## config.mk

```make
export PLATFORM = sky130hd
export DESIGN_NAME = config_memory_crc_monitor
export DESIGN_NICKNAME = d
export VERILOG_FILES = /design/src/rtl/check_clock_divider.v /design/src/rtl/config_memory_crc_monitor.v /design/src/rtl/frame_crc.v
export VERILOG_INCLUDE_DIRS = /design/src /design/src/rtl
export SDC_FILE = /design/constraint.sdc
export NUM_CORES = 1
export LEC_CHECK = 0
export BUFFER_PORTS_ARGS = -buffer_cell sky130_fd_sc_hd__clkbuf_2
export CAP_MARGIN = 25
export CORE_ASPECT_RATIO = 2
export CORE_UTILIZATION = 56
export CTS_CLUSTER_DIAMETER = 60
export DETAILED_ROUTE_END_ITERATION = 8
export PLACE_DENSITY = 0.84
export SYNTH_ARGS = -nofsm -noshare
export SYNTH_HDL_FRONTEND = slang
export SYNTH_HIERARCHICAL = 1
export SYNTH_SLANG_ARGS = --single-unit
export TNS_END_PERCENT = 20
```

## constraint.sdc

```tcl
create_clock -name clk -period 4.2 [get_ports clk]
set_input_delay 0.42 -clock clk [delete_from_list [all_inputs] [get_ports clk]]
set_output_delay 0.42 -clock clk [all_outputs]
set_load 0.01 [all_outputs]
```

## src/rtl/crc_monitor_defs.vh

```
// Constants for the configuration memory CRC monitor.
`ifndef CRC_MONITOR_DEFS_VH
`define CRC_MONITOR_DEFS_VH

// Oscillator and checker clock figures, in MHz and kHz.
`define OSC_FREQ_MHZ          100
`define CHK_FREQ_MAX_MHZ      50
`define CHK_FREQ_MIN_KHZ      390
// Divider exponent limits and width.
`define DIV_EXP_W             4
`define DIV_EXP_MIN           4'h1
`define DIV_EXP_MAX           4'h8
`define DIV_CNT_W             8
// Low time of the error flag between reports, in checker clocks.
`define FLAG_LOW_CLKS         6'h20
`define FLAG_LOW_W            6
// Frame geometry.
`define FRAME_BITS            16'h0040
`define FRAME_CNT_W           16
`define NUM_FRAMES            16'h0010
`define CRC_W                 16
`define CRC_POLY              16'h1021
`define CRC_INIT              16'hffff
// Error message layout: type [45:44], frame [43:28], bit [27:16], syndrome.
`define MSG_W                 46
`define MSG_TYPE_HI           45
`define MSG_TYPE_LO           44
`define MSG_FRAME_HI          43
`define MSG_FRAME_LO          28
`define MSG_BIT_HI            27
`define MSG_BIT_LO            16
`define MSG_SYN_HI            15
`define MSG_SYN_LO            0
`define BIT_IDX_W             12
// Error type codes.
`define ERR_NONE              2'h0
`define ERR_SINGLE            2'h1
`define ERR_MULTI             2'h3

`endif

```

## src/rtl/check_clock_divider.v

```verilog
// Divides the oscillator clock by two raised to a selected exponent.
`timescale 1ns/1ns
`include "crc_monitor_defs.vh"

module check_clock_divider (
    input  wire                  clk,
    input  wire                  rst,
    input  wire [`DIV_EXP_W-1:0] div_exp,
    output reg                   tick
);

    reg  [`DIV_CNT_W-1:0] cnt_r;
    reg  [`DIV_EXP_W-1:0] exp_eff;
    wire [`DIV_CNT_W-1:0] cnt_last;
    wire [`DIV_CNT_W:0]   cnt_full;

    // An exponent outside 1..8 is clamped so the divisor stays 2..256.
    always @* begin
        if (div_exp < `DIV_EXP_MIN) begin
            exp_eff = `DIV_EXP_MIN;
        end else if (div_exp > `DIV_EXP_MAX) begin
            exp_eff = `DIV_EXP_MAX;
        end else begin
            exp_eff = div_exp;
        end
    end

    assign cnt_full = (9'h001 << exp_eff) - 9'h001;
    assign cnt_last = cnt_full[`DIV_CNT_W-1:0];

    // One tick per divided period; the tick is the checker clock enable.
    always @(posedge clk or posedge rst) begin
        if (rst) begin
            cnt_r <= 8'h00;
            tick  <= 1'b0;
        end else if (cnt_r >= cnt_last) begin
            cnt_r <= 8'h00;
            tick  <= 1'b1;
        end else begin
            cnt_r <= cnt_r + 8'h01;
            tick  <= 1'b0;
        end
    end

endmodule

```

## src/rtl/config_memory_crc_monitor.v

```verilog
// Configuration memory CRC monitor: scans frames, reports errors on a flag.
//
// Overview of operation
// - Start checking on entry to user mode while check enable is high.
// - Raise flag after search and message update.
// - Flag low at least 32 checker clocks.
// - Next failing frame overwrites message, reraises flag.
// - Scan frames continuously until device reset.
// - Checker clock is oscillator over two to n.
// - Divisor is a power of two, 2..256.
// - Checker clock between 390 kHz and 50 MHz.
// - CRC is evaluated one frame at a time.
// - Pass time scales with the selected divisor.
// - Enable routes error indication to output pin.
// - Non-zero syndrome drives the error flag.
// - Message holds type, location and syndrome, 46 bits.
`timescale 1ns/1ns
`include "crc_monitor_defs.vh"

module config_memory_crc_monitor (
    input  wire                   clk,
    input  wire                   rst,
    input  wire                   check_enable,
    input  wire                   user_mode,
    input  wire [`DIV_EXP_W-1:0]  div_exp,
    output reg  [`FRAME_CNT_W-1:0] frame_addr,
    output reg  [`BIT_IDX_W-1:0]  bit_addr,
    input  wire                   frame_bit,
    input  wire [`CRC_W-1:0]      stored_crc,
    output reg                    crc_error,
    output wire                   crc_error_pin_o,
    output wire                   crc_error_pin_oe_n,
    output reg  [`MSG_W-1:0]      err_msg,
    output reg  [`CRC_W-1:0]      syndrome
);

    ////////////////////////////////////////////////////////////////////
    // Input synchronisers for pin-level controls and the frame data bit.

    reg                  en_s1_r;
    reg                  en_s2_r;
    reg                  um_s1_r;
    reg                  um_s2_r;
    reg                  fb_s1_r;
    reg                  fb_s2_r;

    always @(posedge clk or posedge rst) begin
        if (rst) begin
            en_s1_r <= 1'b0;
            en_s2_r <= 1'b0;
            um_s1_r <= 1'b0;
            um_s2_r <= 1'b0;
            fb_s1_r <= 1'b0;
            fb_s2_r <= 1'b0;
        end else begin
            en_s1_r <= check_enable;
            en_s2_r <= en_s1_r;
            um_s1_r <= user_mode;
            um_s2_r <= um_s1_r;
            fb_s1_r <= frame_bit;
            fb_s2_r <= fb_s1_r;
        end
    end

    ////////////////////////////////////////////////////////////////////
    // Checker clock enable.

    wire                 tick;

    check_clock_divider u_div (
        .clk     (clk),
        .rst     (rst),
        .div_exp (div_exp),
        .tick    (tick)
    );

    ////////////////////////////////////////////////////////////////////
    // Scan state machine.

    localparam [5:0] ST_IDLE   = 6'h01;
    localparam [5:0] ST_SCAN   = 6'h02;
    localparam [5:0] ST_CHECK  = 6'h04;
    localparam [5:0] ST_SEARCH = 6'h08;
    localparam [5:0] ST_REPORT = 6'h10;
    localparam [5:0] ST_LOW    = 6'h20;

    reg  [5:0]              state_r;
    reg  [5:0]              state_nxt;
    reg  [`FLAG_LOW_W-1:0]  low_cnt_r;
    reg  [`BIT_IDX_W-1:0]   err_bit_r;
    reg  [1:0]              err_type_r;
    reg                     crc_clear;
    reg                     crc_step;
    wire [`CRC_W-1:0]       crc_val;
    wire [`CRC_W-1:0]       syn_now;
    wire                    last_bit;
    wire                    last_frame;

    // The data pin lags the address by two clocks through the synchroniser,
    // so with a divisor of 2 every step sees the bit of the previous address;
    // from a divisor of 4 up, the new bit has settled before the next step.
    frame_crc u_crc (
        .clk      (clk),
        .rst      (rst),
        .clear    (crc_clear),
        .step     (crc_step),
        .data_bit (fb_s2_r),
        .crc      (crc_val)
    );

    assign syn_now    = crc_val ^ stored_crc;
    assign last_bit   = (bit_addr == `FRAME_BITS - 16'h0001);
    assign last_frame = (frame_addr == `NUM_FRAMES - 16'h0001);
    assign crc_error_pin_o    = crc_error;
    assign crc_error_pin_oe_n = ~en_s2_r;

    always @* begin
        state_nxt = state_r;
        crc_clear = 1'b0;
        crc_step  = 1'b0;
        case (state_r)
            ST_IDLE: begin
                crc_clear = 1'b1;
                if (en_s2_r && um_s2_r) begin
                    state_nxt = ST_SCAN;
                end
            end
            ST_SCAN: begin
                crc_step = tick;
                if (tick && last_bit) begin
                    state_nxt = ST_CHECK;
                end
            end
            ST_CHECK: begin
                if (tick) begin
                    crc_clear = (syn_now == 16'h0000);
                    if (syn_now != 16'h0000) begin
                        state_nxt = ST_SEARCH;
                    end else begin
                        state_nxt = ST_SCAN;
                    end
                end
            end
            ST_SEARCH: begin
                if (tick) begin
                    crc_clear = 1'b1;
                    state_nxt = ST_REPORT;
                end
            end
            ST_REPORT: begin
                if (tick) begin
                    state_nxt = ST_LOW;
                end
            end
            ST_LOW: begin
                // No CRC steps here: the address is parked, so stepping
                // would fold stale bits into the next frame's signature.
                if (tick && low_cnt_r == `FLAG_LOW_CLKS - 6'h01) begin
                    state_nxt = ST_SCAN;
                end
            end
            default: begin
                state_nxt = ST_IDLE;
            end
        endcase
    end

    // Location search: a single-bit syndrome is located by its bit index,
    // anything else is reported as a multi-bit error with no location.
    integer i;
    always @* begin
        err_type_r = `ERR_MULTI;
        err_bit_r  = 12'h000;
        for (i = 0; i < `CRC_W; i = i + 1) begin
            if (syndrome == (16'h0001 << i)) begin
                err_type_r = `ERR_SINGLE;
                err_bit_r  = i[`BIT_IDX_W-1:0];
            end
        end
    end

    ////////////////////////////////////////////////////////////////////
    // Sequential state, addresses, message and flag.

    always @(posedge clk or posedge rst) begin
        if (rst) begin
            state_r    <= ST_IDLE;
            frame_addr <= 16'h0000;
            bit_addr   <= 12'h000;
            low_cnt_r  <= 6'h00;
            syndrome   <= 16'h0000;
            err_msg    <= 46'h0;
            crc_error  <= 1'b0;
        end else begin
            state_r <= state_nxt;
            if (state_r == ST_SCAN && tick) begin
                bit_addr <= last_bit ? 12'h000 : bit_addr + 12'h001;
            end
            if (state_r == ST_CHECK && tick) begin
                syndrome   <= syn_now;
                frame_addr <= last_frame ? 16'h0000 : frame_addr + 16'h0001;
            end
            if (state_r == ST_SEARCH && tick) begin
                err_msg[`MSG_TYPE_HI:`MSG_TYPE_LO] <= err_type_r;
                err_msg[`MSG_FRAME_HI:`MSG_FRAME_LO] <=
                    (frame_addr == 16'h0000) ? `NUM_FRAMES - 16'h0001
                                             : frame_addr - 16'h0001;
                err_msg[`MSG_BIT_HI:`MSG_BIT_LO] <= err_bit_r;
                err_msg[`MSG_SYN_HI:`MSG_SYN_LO] <= syndrome;
            end
            if (state_r == ST_REPORT && tick) begin
                crc_error <= 1'b1;
            end
            if (state_r == ST_LOW) begin
                crc_error <= 1'b0;
                if (tick) begin
                    low_cnt_r <= low_cnt_r + 6'h01;
                end
            end else begin
                low_cnt_r <= 6'h00;
            end
        end
    end

endmodule

```

## src/rtl/frame_crc.v

```verilog
// Serial CRC engine for one configuration frame.
`timescale 1ns/1ns
`include "crc_monitor_defs.vh"

module frame_crc (
    input  wire              clk,
    input  wire              rst,
    input  wire              clear,
    input  wire              step,
    input  wire              data_bit,
    output reg  [`CRC_W-1:0] crc
);

    wire fb;

    assign fb = crc[`CRC_W-1] ^ data_bit;

    always @(posedge clk or posedge rst) begin
        if (rst) begin
            crc <= `CRC_INIT;
        end else if (clear) begin
            crc <= `CRC_INIT;
        end else if (step) begin
            crc <= {crc[`CRC_W-2:0], 1'b0} ^ (fb ? `CRC_POLY : 16'h0000);
        end
    end

endmodule

```

==> flow_summary_export.csv, run 1 <==
group,metric,value,unit
finish,n_antenna_cell,0,
placed_design,hpwl,10700,microns
setup_path,cp_max_fo,34,
route,num_vias,5278,
sta,clock.fmax,397,MHz
global_route,grt_pass1_wl,24800,microns
job,maxCapViolCount,0,
worst_hold_path,hold_class,"in2async",
logic_synthesis,syn_avg_cell_area,9.79,sq um
finish,multi_input_area,3100,sq um
floorplan,die_w,78.5,microns
setup_path,critPathArrivalTime,2.87,ns
cts,htreeDepth,4,
sta,tightest_slew,0.981,ns
sta,timing_max_transition_violations_final,0,
setup_path,rr_startpoint,"state_r[5]",
route,wl_met1,5640,microns
route,viasPerCell,5.78,
setup_path,worstPathRequired,4.55,ns
placed_design,placed_area,7080,sq um
setup_path,critPathSlowestCell,"inv_1",
placed_design,io_buffers,109,
route,highest_layer,"met4",
route,drcViolationCount,0,
sta,setup_viol,0,
setup_path,critical_path_class,"reg2reg",
setup_path,path_buf_inv,1,
global_route,antenna_found_initial,0,
finish,seq_area,3170,sq um
route,wl_met2,8470,microns
floorplan,dieArea,12200,sq um
logic_synthesis,ys_types,65,
setup_path,crit_family,"simple AND/OR/NAND/NOR gates",
sta,min_period_over_period,60.0,%
floorplan,die_h,155,microns
route,routed_wl,15100,microns
cts,cts_buffers,17,
setup_path,crit_path_end_kind,"flop",
global_route,grt_pass1_vias,5257,
cts,clock_latency,0.42,ns
route,dr.pass1.iters,5,
logic_synthesis,yosysWarnings,6,
run_status,outcome,"finished, final reports clean",
setup_path,r2r-end,"u_crc/crc[1]",
placed_design,routabilityCongestion,0.917,
logic_synthesis,yosys_most_used_dff,"dfrtp_1",
logic_synthesis,ys_seq_elements,126,
sta,finClkSkew,0.0110,ns
global_route,overflow,0,
route,drtIter0Drc,362,
logic_synthesis,synth-edff-count,0,
route,wl_per_cell,16.6,microns
finish,n_fill_cell,863,
cts,cts_tree,"built",
floorplan,core_area,11400,sq um
sta,maxSlewHeadroom,34.5,%
global_route,track_usage,26.1,%
cts,cts_sinks,126,
cts,post_cts_buffers,0,
pwr,power_density,476,nW/um^2
setup_path,cp_cell_sequence,"nor4_4 > nand4b_1 > inv_1 > nor2b_1 > a211o_1",
sta,rsz0062_at_grt,"false",
sta,finalSetupTns,0,ns
floorplan,start_util,57.7,%
setup_path,cp-start-kind,"flop",
sta,min_period,2.52,ns
route,ant_nets,0,
floorplan,row_count,55,
finish,drive_gt1_share,23.5,%
cts,cts.repair.resized,0,
cts,clk_pin_slew_worst_paths,0.06,ns
cts,cts_buffer_depth,2,
cts,postCtsHoldBufs,0,
logic_synthesis,seq_area_frac_synth,48.4,%
setup_path,worst-r2r-setup-slack,1.68,ns
sta,hold_violations,0,
finish,nNetsFinal,798,
route,route.met3.wl,686,microns
floorplan,num_io_pins,118,
pwr,p_leak,3.69,nW
global_route,grt_max_degree,71,
finish,fin_area,7670,sq um
logic_synthesis,syn_area,6560,sq um
logic_synthesis,async_reset_ff_share,100,%
setup_path,cpPeakStageDelay,0.84,ns
finish,area_growth,17.0,%
pwr,ir_worst_vdd,0.398,mV
logic_synthesis,syn_inst,670,
cts,clockRootBuffer,"clkbuf_16",
setup_path,rr_worst_depth,5,
-- worst max path at each step --
stage                     cells past startpoint  slack [ns]  startpoint             end
after floorplan                               1        1.13         rst     bit_addr[0]
after global placement                       11        1.53  div_exp[2]  u_div/cnt_r[7]
after detailed placement                     11        1.32  div_exp[2]  u_div/cnt_r[0]
after CTS                                     5        1.67  state_r[5]   u_crc/crc[12]
after global routing                          5        1.42  state_r[5]    u_crc/crc[1]
final                                         5        1.68  state_r[5]    u_crc/crc[1]
-- cells by family (layout without fill, tap and decap cells) --
kind of cell / after synthesis / after routing / synth area share, %
buffers and inverters: 66 / 159 / 4.83
and+or+nand+nor: 270 / 270 / 21.1
xor gates and xnor gates: 75 / 75 / 10.5
other: 2 / 10 / 0.115
DFF: 126 / 126 / 48.4
AOI/OAI and AO/OA: 111 / 111 / 11.4
muxes: 5 / 5 / 0.802
adders and majority gates: 15 / 15 / 2.86
-- Yosys cell counts (7+ instances only) --
library cell / n / area, sq um
nor2_1: 41 / 154
nor3_1: 21 / 105
xnor2_1: 51 / 447
o21ai_0: 36 / 180
ha_1: 15 / 188
o31ai_1: 14 / 105
clkbuf_1: 31 / 116
a211o_1: 17 / 149
inv_1: 14 / 52.6
buf_4: 9 / 67.6
dfrtp_1: 109 / 2730
buf_2: 7 / 35.0
nand4_1: 19 / 119
xor2_1: 22 / 193
nor2b_1: 17 / 106
nand2_1: 110 / 413
a21oi_1: 17 / 85.1
nor4_1: 9 / 56.3
dfstp_2: 17 / 447
nand3_1: 12 / 60.1
-- power by group --
group / internal [mW] / switching [mW] / leakage (nW)
Sequential: 1.33 / 0.199 / 1.59
Combinational: 0.288 / 0.387 / 1.81
Clock: 0.904 / 0.543 / 0.281
-- through the flow --
step | utilization (%) | setup slack (ns) | std cells | hold slack, ns | total power [mW]
after global placement | 62.3 | 1.53 | 881 | 0.332 | 2.15
after floorplan | - | 1.13 | 678 | 0.248 | 2.02
after CTS | 67.6 | 1.67 | 913 | 0.000143 | 3.66
after global routing | 67.6 | 1.42 | 913 | 0.0410 | 3.81
final | 67.6 | 1.68 | 913 | 0.00991 | 3.65
after detailed placement | 62.3 | 1.32 | 881 | 0.335 | 2.20
-- cells in the final DEF, fill, tap and decap left out, types with 14 or more instances in the layout --
cell type and n:
clkbuf_2 109, dfrtp_1 109, a21oi_1 17, nor2b_1 17, o21ai_0 36, nand2_1 110
a211o_1 17, nor2_1 41, xor2_1 22, o31ai_1 14, nor3_1 21, clkbuf_16 17
xnor2_1 51, ha_1 15, dfstp_2 17, nand4_1 19
-- registers in the layout (all words and copies together) (netlist names) --
register and count:
u_div/cnt_r 8, um_s1_r 1, en_s2_r 1, fb_s2_r 1, syndrome 16, fb_s1_r 1, frame_addr 16, low_cnt_r 6
state_r 6, en_s1_r 1, crc_error 1, bit_addr 12, um_s2_r 1, u_div/tick 1, err_msg 38, u_crc/crc 16
-- per-layer routing --
| metal | track usage [%] | vias up |
|---|---|---|
| met1 | 28.4 | 2583 |
| met4 | 11.8 | 0 |
| met3 | 5.81 | 36 |
| li1 | - | 2478 |
| met2 | 47.1 | 181 |
| met5 | 0 | - |
-- area by class of cell --
class	instances	area share, %
sequential	126	41.4
tap	142	2.32
clock buffer	19	5.90
inverter	14	0.718
timing repair buffer	113	7.50
clock inverter	13	1.83
multi-input combinational	486	40.4
No activity file was read; power rests on OpenSTA's default activity.
==> run 2: changes to the inputs <==
- ABC_AREA: unset -> 1
- CORE_UTILIZATION: 56 -> 51
- PLACE_DENSITY: 0.84 -> 0.81
- clock period: 4.2 -> 2.3 ns (I/O delays scaled with it)
==> run 2 against run 1 <==
Critical path depth is 3 higher. Worst hold slack better by 0.14 ns. Global-route usage shrank 2.8 points. Synthesized cell count is 17% higher. Total power up 98%. Core utilization decreased by 4.7 points. First-iteration DRC count decreased by 44%. Die area increased by 12%. Worst setup slack got worse by 1.4 ns. Register-to-register slack lost 1.4 ns. Combinational power up 150%. Final area increased by 4.0%.
==> flow_summary_export.csv, run 2 <==
group,metric,value,unit
global_route,overflow,0,
finish,stdcell_count,1067,
setup_path,cp_cell_sequence,"nor2_4 > nand4_4 > nor2_8 > inv_4 > o211ai_1 > buf_4 > nor2_4 > a22oi_1",
logic_synthesis,yosysWarnings,6,
route,routed_wl,14800,microns
sta,finClkSkew,0.00890,ns
global_route,track_usage,23.3,%
cts,clockRootBuffer,"clkbuf_16",
cts,post_cts_buffers,0,
finish,layout_commonest_cell,"nand2_1",
sta,clock.fmax,489,MHz
global_route,grt_pass1_wl,25200,microns
finish,nNetsFinal,944,
logic_synthesis,synth_top_area_cell,"dfrtp_1",
route,ant_nets,0,
pwr,power,7.20,mW
setup_path,cpPeakStageDelay,0.43,ns
setup_path,crit_top_cell,"nor2_4",
logic_synthesis,syn_avg_cell_area,8.53,sq um
finish,drive_gt1_share,23.2,%
setup_path,critPathSlowestCell,"dfrtp_1",
sta,maxSlewHeadroom,60.7,%
route,drtIter0Drc,202,
sta,min_period,2.05,ns
logic_synthesis,syn_area,6680,sq um
finish,final_cell_mix,"158 x nand2_1, 109 x dfrtp_1, 109 x clkbuf_2, 86 x inv_1, 85 x nor2_1",
cts,cts_tree,"built",
placed_design,hpwl,11400,microns
setup_path,cp-start-kind,"flop",
cts,clock_latency,0.42,ns
pwr,p_leak,4.15,nW
finish,utilization,62.8,%
logic_synthesis,yosysMostFrequentCell,"nand2_1",
finish,largest-register,"err_msg",
route,drcViolationCount,0,
logic_synthesis,ys_types,45,
route,wl_per_cell,13.9,microns
finish,largest_register_ffs,38,
sta,setup_viol,0,
setup_path,path_buf_inv,2,
setup_path,worstPathRequired,2.63,ns
floorplan,row_count,58,
pwr,power_density,903,nW/um^2
sta,timing_max_transition_violations_final,0,
floorplan,dieArea,13600,sq um
logic_synthesis,yosys_most_used_dff,"dfrtp_1",
logic_synthesis,async_reset_ff_share,100,%
setup_path,critical_path_class,"reg2reg",
floorplan,die_h,164,microns
logic_synthesis,synth-edff-count,0,
route,viasPerCell,5.16,
sta,fin_ws,0.255,ns
cts,clk_pin_slew_worst_paths,0.05,ns
sta,tightest_slew,0.589,ns
route,dr.pass1.iters,4,
logic_synthesis,ys_top_cells_by_count,"158 x nand2_1, 109 x dfrtp_1, 87 x inv_1",
logic_synthesis,ys_seq_elements,126,
run_status,outcome,"finished, final reports clean",
logic_synthesis,syn_inst,783,
placed_design,routabilityCongestion,0.851,
setup_path,cp_max_fo,16,
floorplan,die_w,82.9,microns
finish,n_antenna_cell,0,
route,num_vias,5503,
placed_design,dp.cells,1031,
global_route,grt_max_degree,86,
floorplan,core_area,12700,sq um
job,maxCapViolCount,0,
cts,htreeDepth,4,
logic_synthesis,synth_area_leaders,"dfrtp_1 41%, nand2_1 8.9%, dfstp_2 6.7%",
sta,rsz0062_at_grt,"false",
setup_path,crit_path_end_kind,"flop",
placed_design,io_buffers,109,
setup_path,critPathArrivalTime,2.37,ns
pwr,ir_worst_vdd,0.817,mV
floorplan,start_util,52.6,%
sta,finalSetupTns,0,ns
floorplan,num_io_pins,118,
global_route,grt_pass1_vias,5530,
sta,min_period_over_period,88.9,%
sta,fin_hold_ws,0.149,ns
placed_design,place_ws,0.205,ns
cts,cts_sinks,126,
cts,cts_buffer_depth,2,
setup_path,crit_family,"simple AND/OR/NAND/NOR gates",
logic_synthesis,seq_area_frac_synth,47.5,%
cts,cts_buffers,17,
sta,hold_violations,0,
worst_hold_path,hold_class,"in2reg",
logic_synthesis,synth_top_area_share,40.8,%
finish,area_growth,19.5,%
global_route,antenna_found_initial,0,
placed_design,placed_area,7340,sq um
finish,fin_area,7980,sq um
[run 2: kinds of logic after synthesis]
| family | share of synthesized area [%] |
|---|---|
| AOI/OAI and AO/OA | 9.23 |
| xor gates and xnor gates | 6.69 |
| other | 0.112 |
| and+or+nand+nor | 25.8 |
| DFF | 47.5 |
| buffers and inverters | 7.89 |
| adders and majority gates | 2.81 |
[run 2: tightest hold or removal path, stage by stage]
cell and delay, ns:
clkbuf_2 0.09, xor2_1 0.07, nand2_1 0.06, o21ai_0 0.07
[run 2: layout make-up]
type,count,area (sq um)
Clock buffer,22,484
Multi-Input combinational cell,543,3010
Tap cell,150,188
Inverter,97,370
Sequential cell,126,3170
Timing Repair Buffer,119,643
Fill cell,1067,4720
Clock inverter,10,111
[run 2: what timing repair did]
item / 4_1_cts / 5_1_grt
gates resized for setup: 0 / 0
hold buffers: 4 / 0
hold endpoints to repair: 28 / 0
[run 2: path summary, 6_finish.rpt]
check                               from  slack (ns)             end  depth (start not counted)
hold / removal             stored_crc[2]        0.15     syndrome[2]                          4
max in group asynchronous            rst        1.15      state_r[0]                          4
min in group asynchronous            rst        0.35  u_div/cnt_r[2]                          3
hold reg to reg                  um_s1_r        0.35         um_s2_r                          0
setup reg to reg              state_r[5]        0.25    u_crc/crc[7]                          8
setup / recovery              state_r[5]        0.25    u_crc/crc[7]                          8
[run 2: routing by layer]
metal / up-vias / global-route usage (%) / share of wire (%)
met4: 0 / 12.5 / 2.9
li1: 2749 / - / -
met2: 122 / 44.1 / 57
met3: 30 / 5.23 / 3.9
met1: 2602 / 23.2 / 36
met5: - / 0 / 0
[run 2: power by group]
part	total (mW)	internal, mW	switching [mW]
sequential	2.88	2.53	0.349
combinational	1.68	0.606	1.08
clock	2.65	1.70	0.944
total	7.20	4.83	2.37
==> run 3: changes to the inputs <==
- ABC_AREA: 1 -> unset
- CORE_ASPECT_RATIO: 2 -> 0.6
==> run 3 against run 2 <==
Sequential share of layout area about the same. Register-to-register slack got worse by 0.10 ns. Sequential cell count unchanged. Core utilization increased by 2.1 points. Clock skew decreased by 0.00060 ns. Combinational power decreased by 15%. Count of clock-buffer cells in the layout increased by 3. Routed wire length increased by 16%. Critical endpoint is now u_div/cnt_r[6].
==> flow_summary_export.csv, run 3 (synthesis results as in run 1) <==
group,metric,value,unit
run_status,outcome,"finished, final reports clean",
placed_design,dp.cells,934,
global_route,grt_max_degree,73,
sta,setup_viol,0,
placed_design,place_ws,-0.240,ns
route,drcViolationCount,0,
sta,hold_violations,0,
global_route,overflow,0,
sta,finClkSkew,0.00829,ns
cts,clk_pin_slew_worst_paths,0.05,ns
cts,cts_sinks,126,
sta,fin_ws,0.113,ns
setup_path,crit_path_end_kind,"flop",
route,routed_wl,17200,microns
floorplan,start_util,53.3,%
worst_hold_path,hold_class,"in2reg",
floorplan,core_area,12300,sq um
route,dr.pass1.iters,7,
setup_path,critPathSlowestCell,"o221ai_2",
finish,drive_gt1_share,25.5,%
cts,clock_latency,0.42,ns
route,viasPerCell,5.71,
route,wl_per_cell,17.7,microns
placed_design,placed_area,7360,sq um
finish,fin_area,7990,sq um
sta,tightest_slew,0.584,ns
cts,cts_tree,"built",
cts,cts_buffers,17,
finish,layout_commonest_cell,"nand2_1",
placed_design,hpwl,12200,microns
sta,maxSlewHeadroom,60.7,%
sta,min_period_over_period,95.1,%
finish,largest-register,"err_msg",
finish,largest_register_ffs,38,
placed_design,io_buffers,109,
setup_path,cp-start-kind,"input pin",
finish,stdcell_count,970,
floorplan,die_h,89.8,microns
floorplan,num_io_pins,118,
finish,area_growth,21.8,%
cts,htreeDepth,4,
route,num_vias,5535,
global_route,track_usage,27.0,%
setup_path,cp_max_fo,9,
finish,n_antenna_cell,0,
setup_path,cp_cell_sequence,"clkbuf_2 > or3_1 > ha_1 > nor3_1 > mux2i_1 > nor2_1 > a21oi_1 > ha_1 > o2111ai_1 > o221ai_2 > a21oi_1",
cts,post_cts_buffers,0,
setup_path,rr_startpoint,"frame_addr[4]",
sta,min_period,2.19,ns
pwr,power_density,857,nW/um^2
worst_hold_path,hold_end,"syndrome[9]",
finish,final_cell_mix,"110 x nand2_1, 109 x dfrtp_1, 109 x clkbuf_2, 51 x xnor2_1, 41 x nor2_1",
worst_hold_path,holdCritStartpoint,"stored_crc[9]",
setup_path,worst-r2r-setup-slack,0.15,ns
global_route,grt_pass1_vias,5397,
sta,clock.fmax,457,MHz
setup_path,cpPeakStageDelay,0.42,ns
job,maxCapViolCount,0,
pwr,p_leak,3.87,nW
worst_hold_path,hold_path_depth,3,
route,drtIter0Drc,495,
setup_path,r2r-end,"frame_addr[1]",
sta,rsz0062_at_grt,"false",
pwr,ir_worst_vdd,0.633,mV
setup_path,worstPathRequired,2.57,ns
sta,timing_max_transition_violations_final,0,
floorplan,row_count,31,
floorplan,die_w,148,microns
finish,nNetsFinal,832,
floorplan,dieArea,13300,sq um
global_route,grt_pass1_wl,27800,microns
setup_path,rr_worst_depth,4,
route,ant_nets,0,
setup_path,critical_path_class,"in2reg",
cts,clockRootBuffer,"clkbuf_16",
cts,cts_buffer_depth,2,
placed_design,routabilityCongestion,0.912,
global_route,antenna_found_initial,0,
setup_path,critPathArrivalTime,2.45,ns
## run 3: routing by layer
| metal | up-vias | routed length [microns] | share of wire [%] | GRT usage, % |
|---|---|---|---|---|
| met3 | 52 | 1220 | 7.1 | 7.77 |
| met1 | 2675 | 7660 | 45 | 37.2 |
| li1 | 2550 | - | - | - |
| met2 | 258 | 7830 | 46 | 39.9 |
| met4 | 0 | 490 | 2.8 | 11.0 |
| met5 | - | 0 | 0 | 0 |
## run 3: final cells by class
type,instances,area (sq um)
Timing Repair Buffer,147,866
Inverter,14,56.3
Multi-Input combinational cell,486,3100
Tap cell,165,206
Sequential cell,126,3170
Clock buffer,25,475
Fill cell,913,4310
Clock inverter,7,114
## run 3: worst max path at each step
| stage | start | to | slack, ns | cells past startpoint |
|---|---|---|---|---|
| floorplan | div_exp[2] | u_div/cnt_r[0] | -0.06 | 11 |
| global placement | div_exp[3] | u_div/cnt_r[0] | -0.07 | 11 |
| detailed placement | div_exp[3] | u_div/cnt_r[3] | -0.24 | 11 |
| CTS | frame_addr[4] | err_msg[36] | 0.18 | 5 |
| global route | div_exp[3] | u_div/cnt_r[1] | 0.02 | 11 |
| finish | div_exp[3] | u_div/cnt_r[6] | 0.11 | 11 |
## run 3: repair_timing
item | CTS | global route
hold buffers | 4 | 0
endpoints found under the hold margin | 112 | 0
resized for setup | 0 | 0
## run 3: power by group
group	leakage, nW	internal [mW]	switching, mW	total, mW
Sequential	1.59	2.42	0.286	2.71
Clock	0.289	1.76	0.941	2.70
Combinational	1.98	0.592	0.841	1.43
Total	3.87	4.77	2.07	6.84
## run 3: critical path: cells and delay by family
kind / cells / cell delay (ns)
fa+ha+maj: 2 / 0.52
compound gates: 4 / 0.75
mux: 1 / 0.14
buf+inv: 1 / 0.09
simple gates: 3 / 0.73
## run 3: through the flow
step           util [%]  total power, mW  setup TNS [ns]  hold WS, ns
3_3_place_gp       59.8             4.03          -0.595        0.230
2_1_floorplan         -             3.69          -0.539       0.0579
4_1_cts            65.0             6.84               0        0.144
5_1_grt            65.0             7.16               0        0.182
6_report           65.0             6.84               0        0.147
3_5_place_dp       59.8             4.13           -1.96        0.251
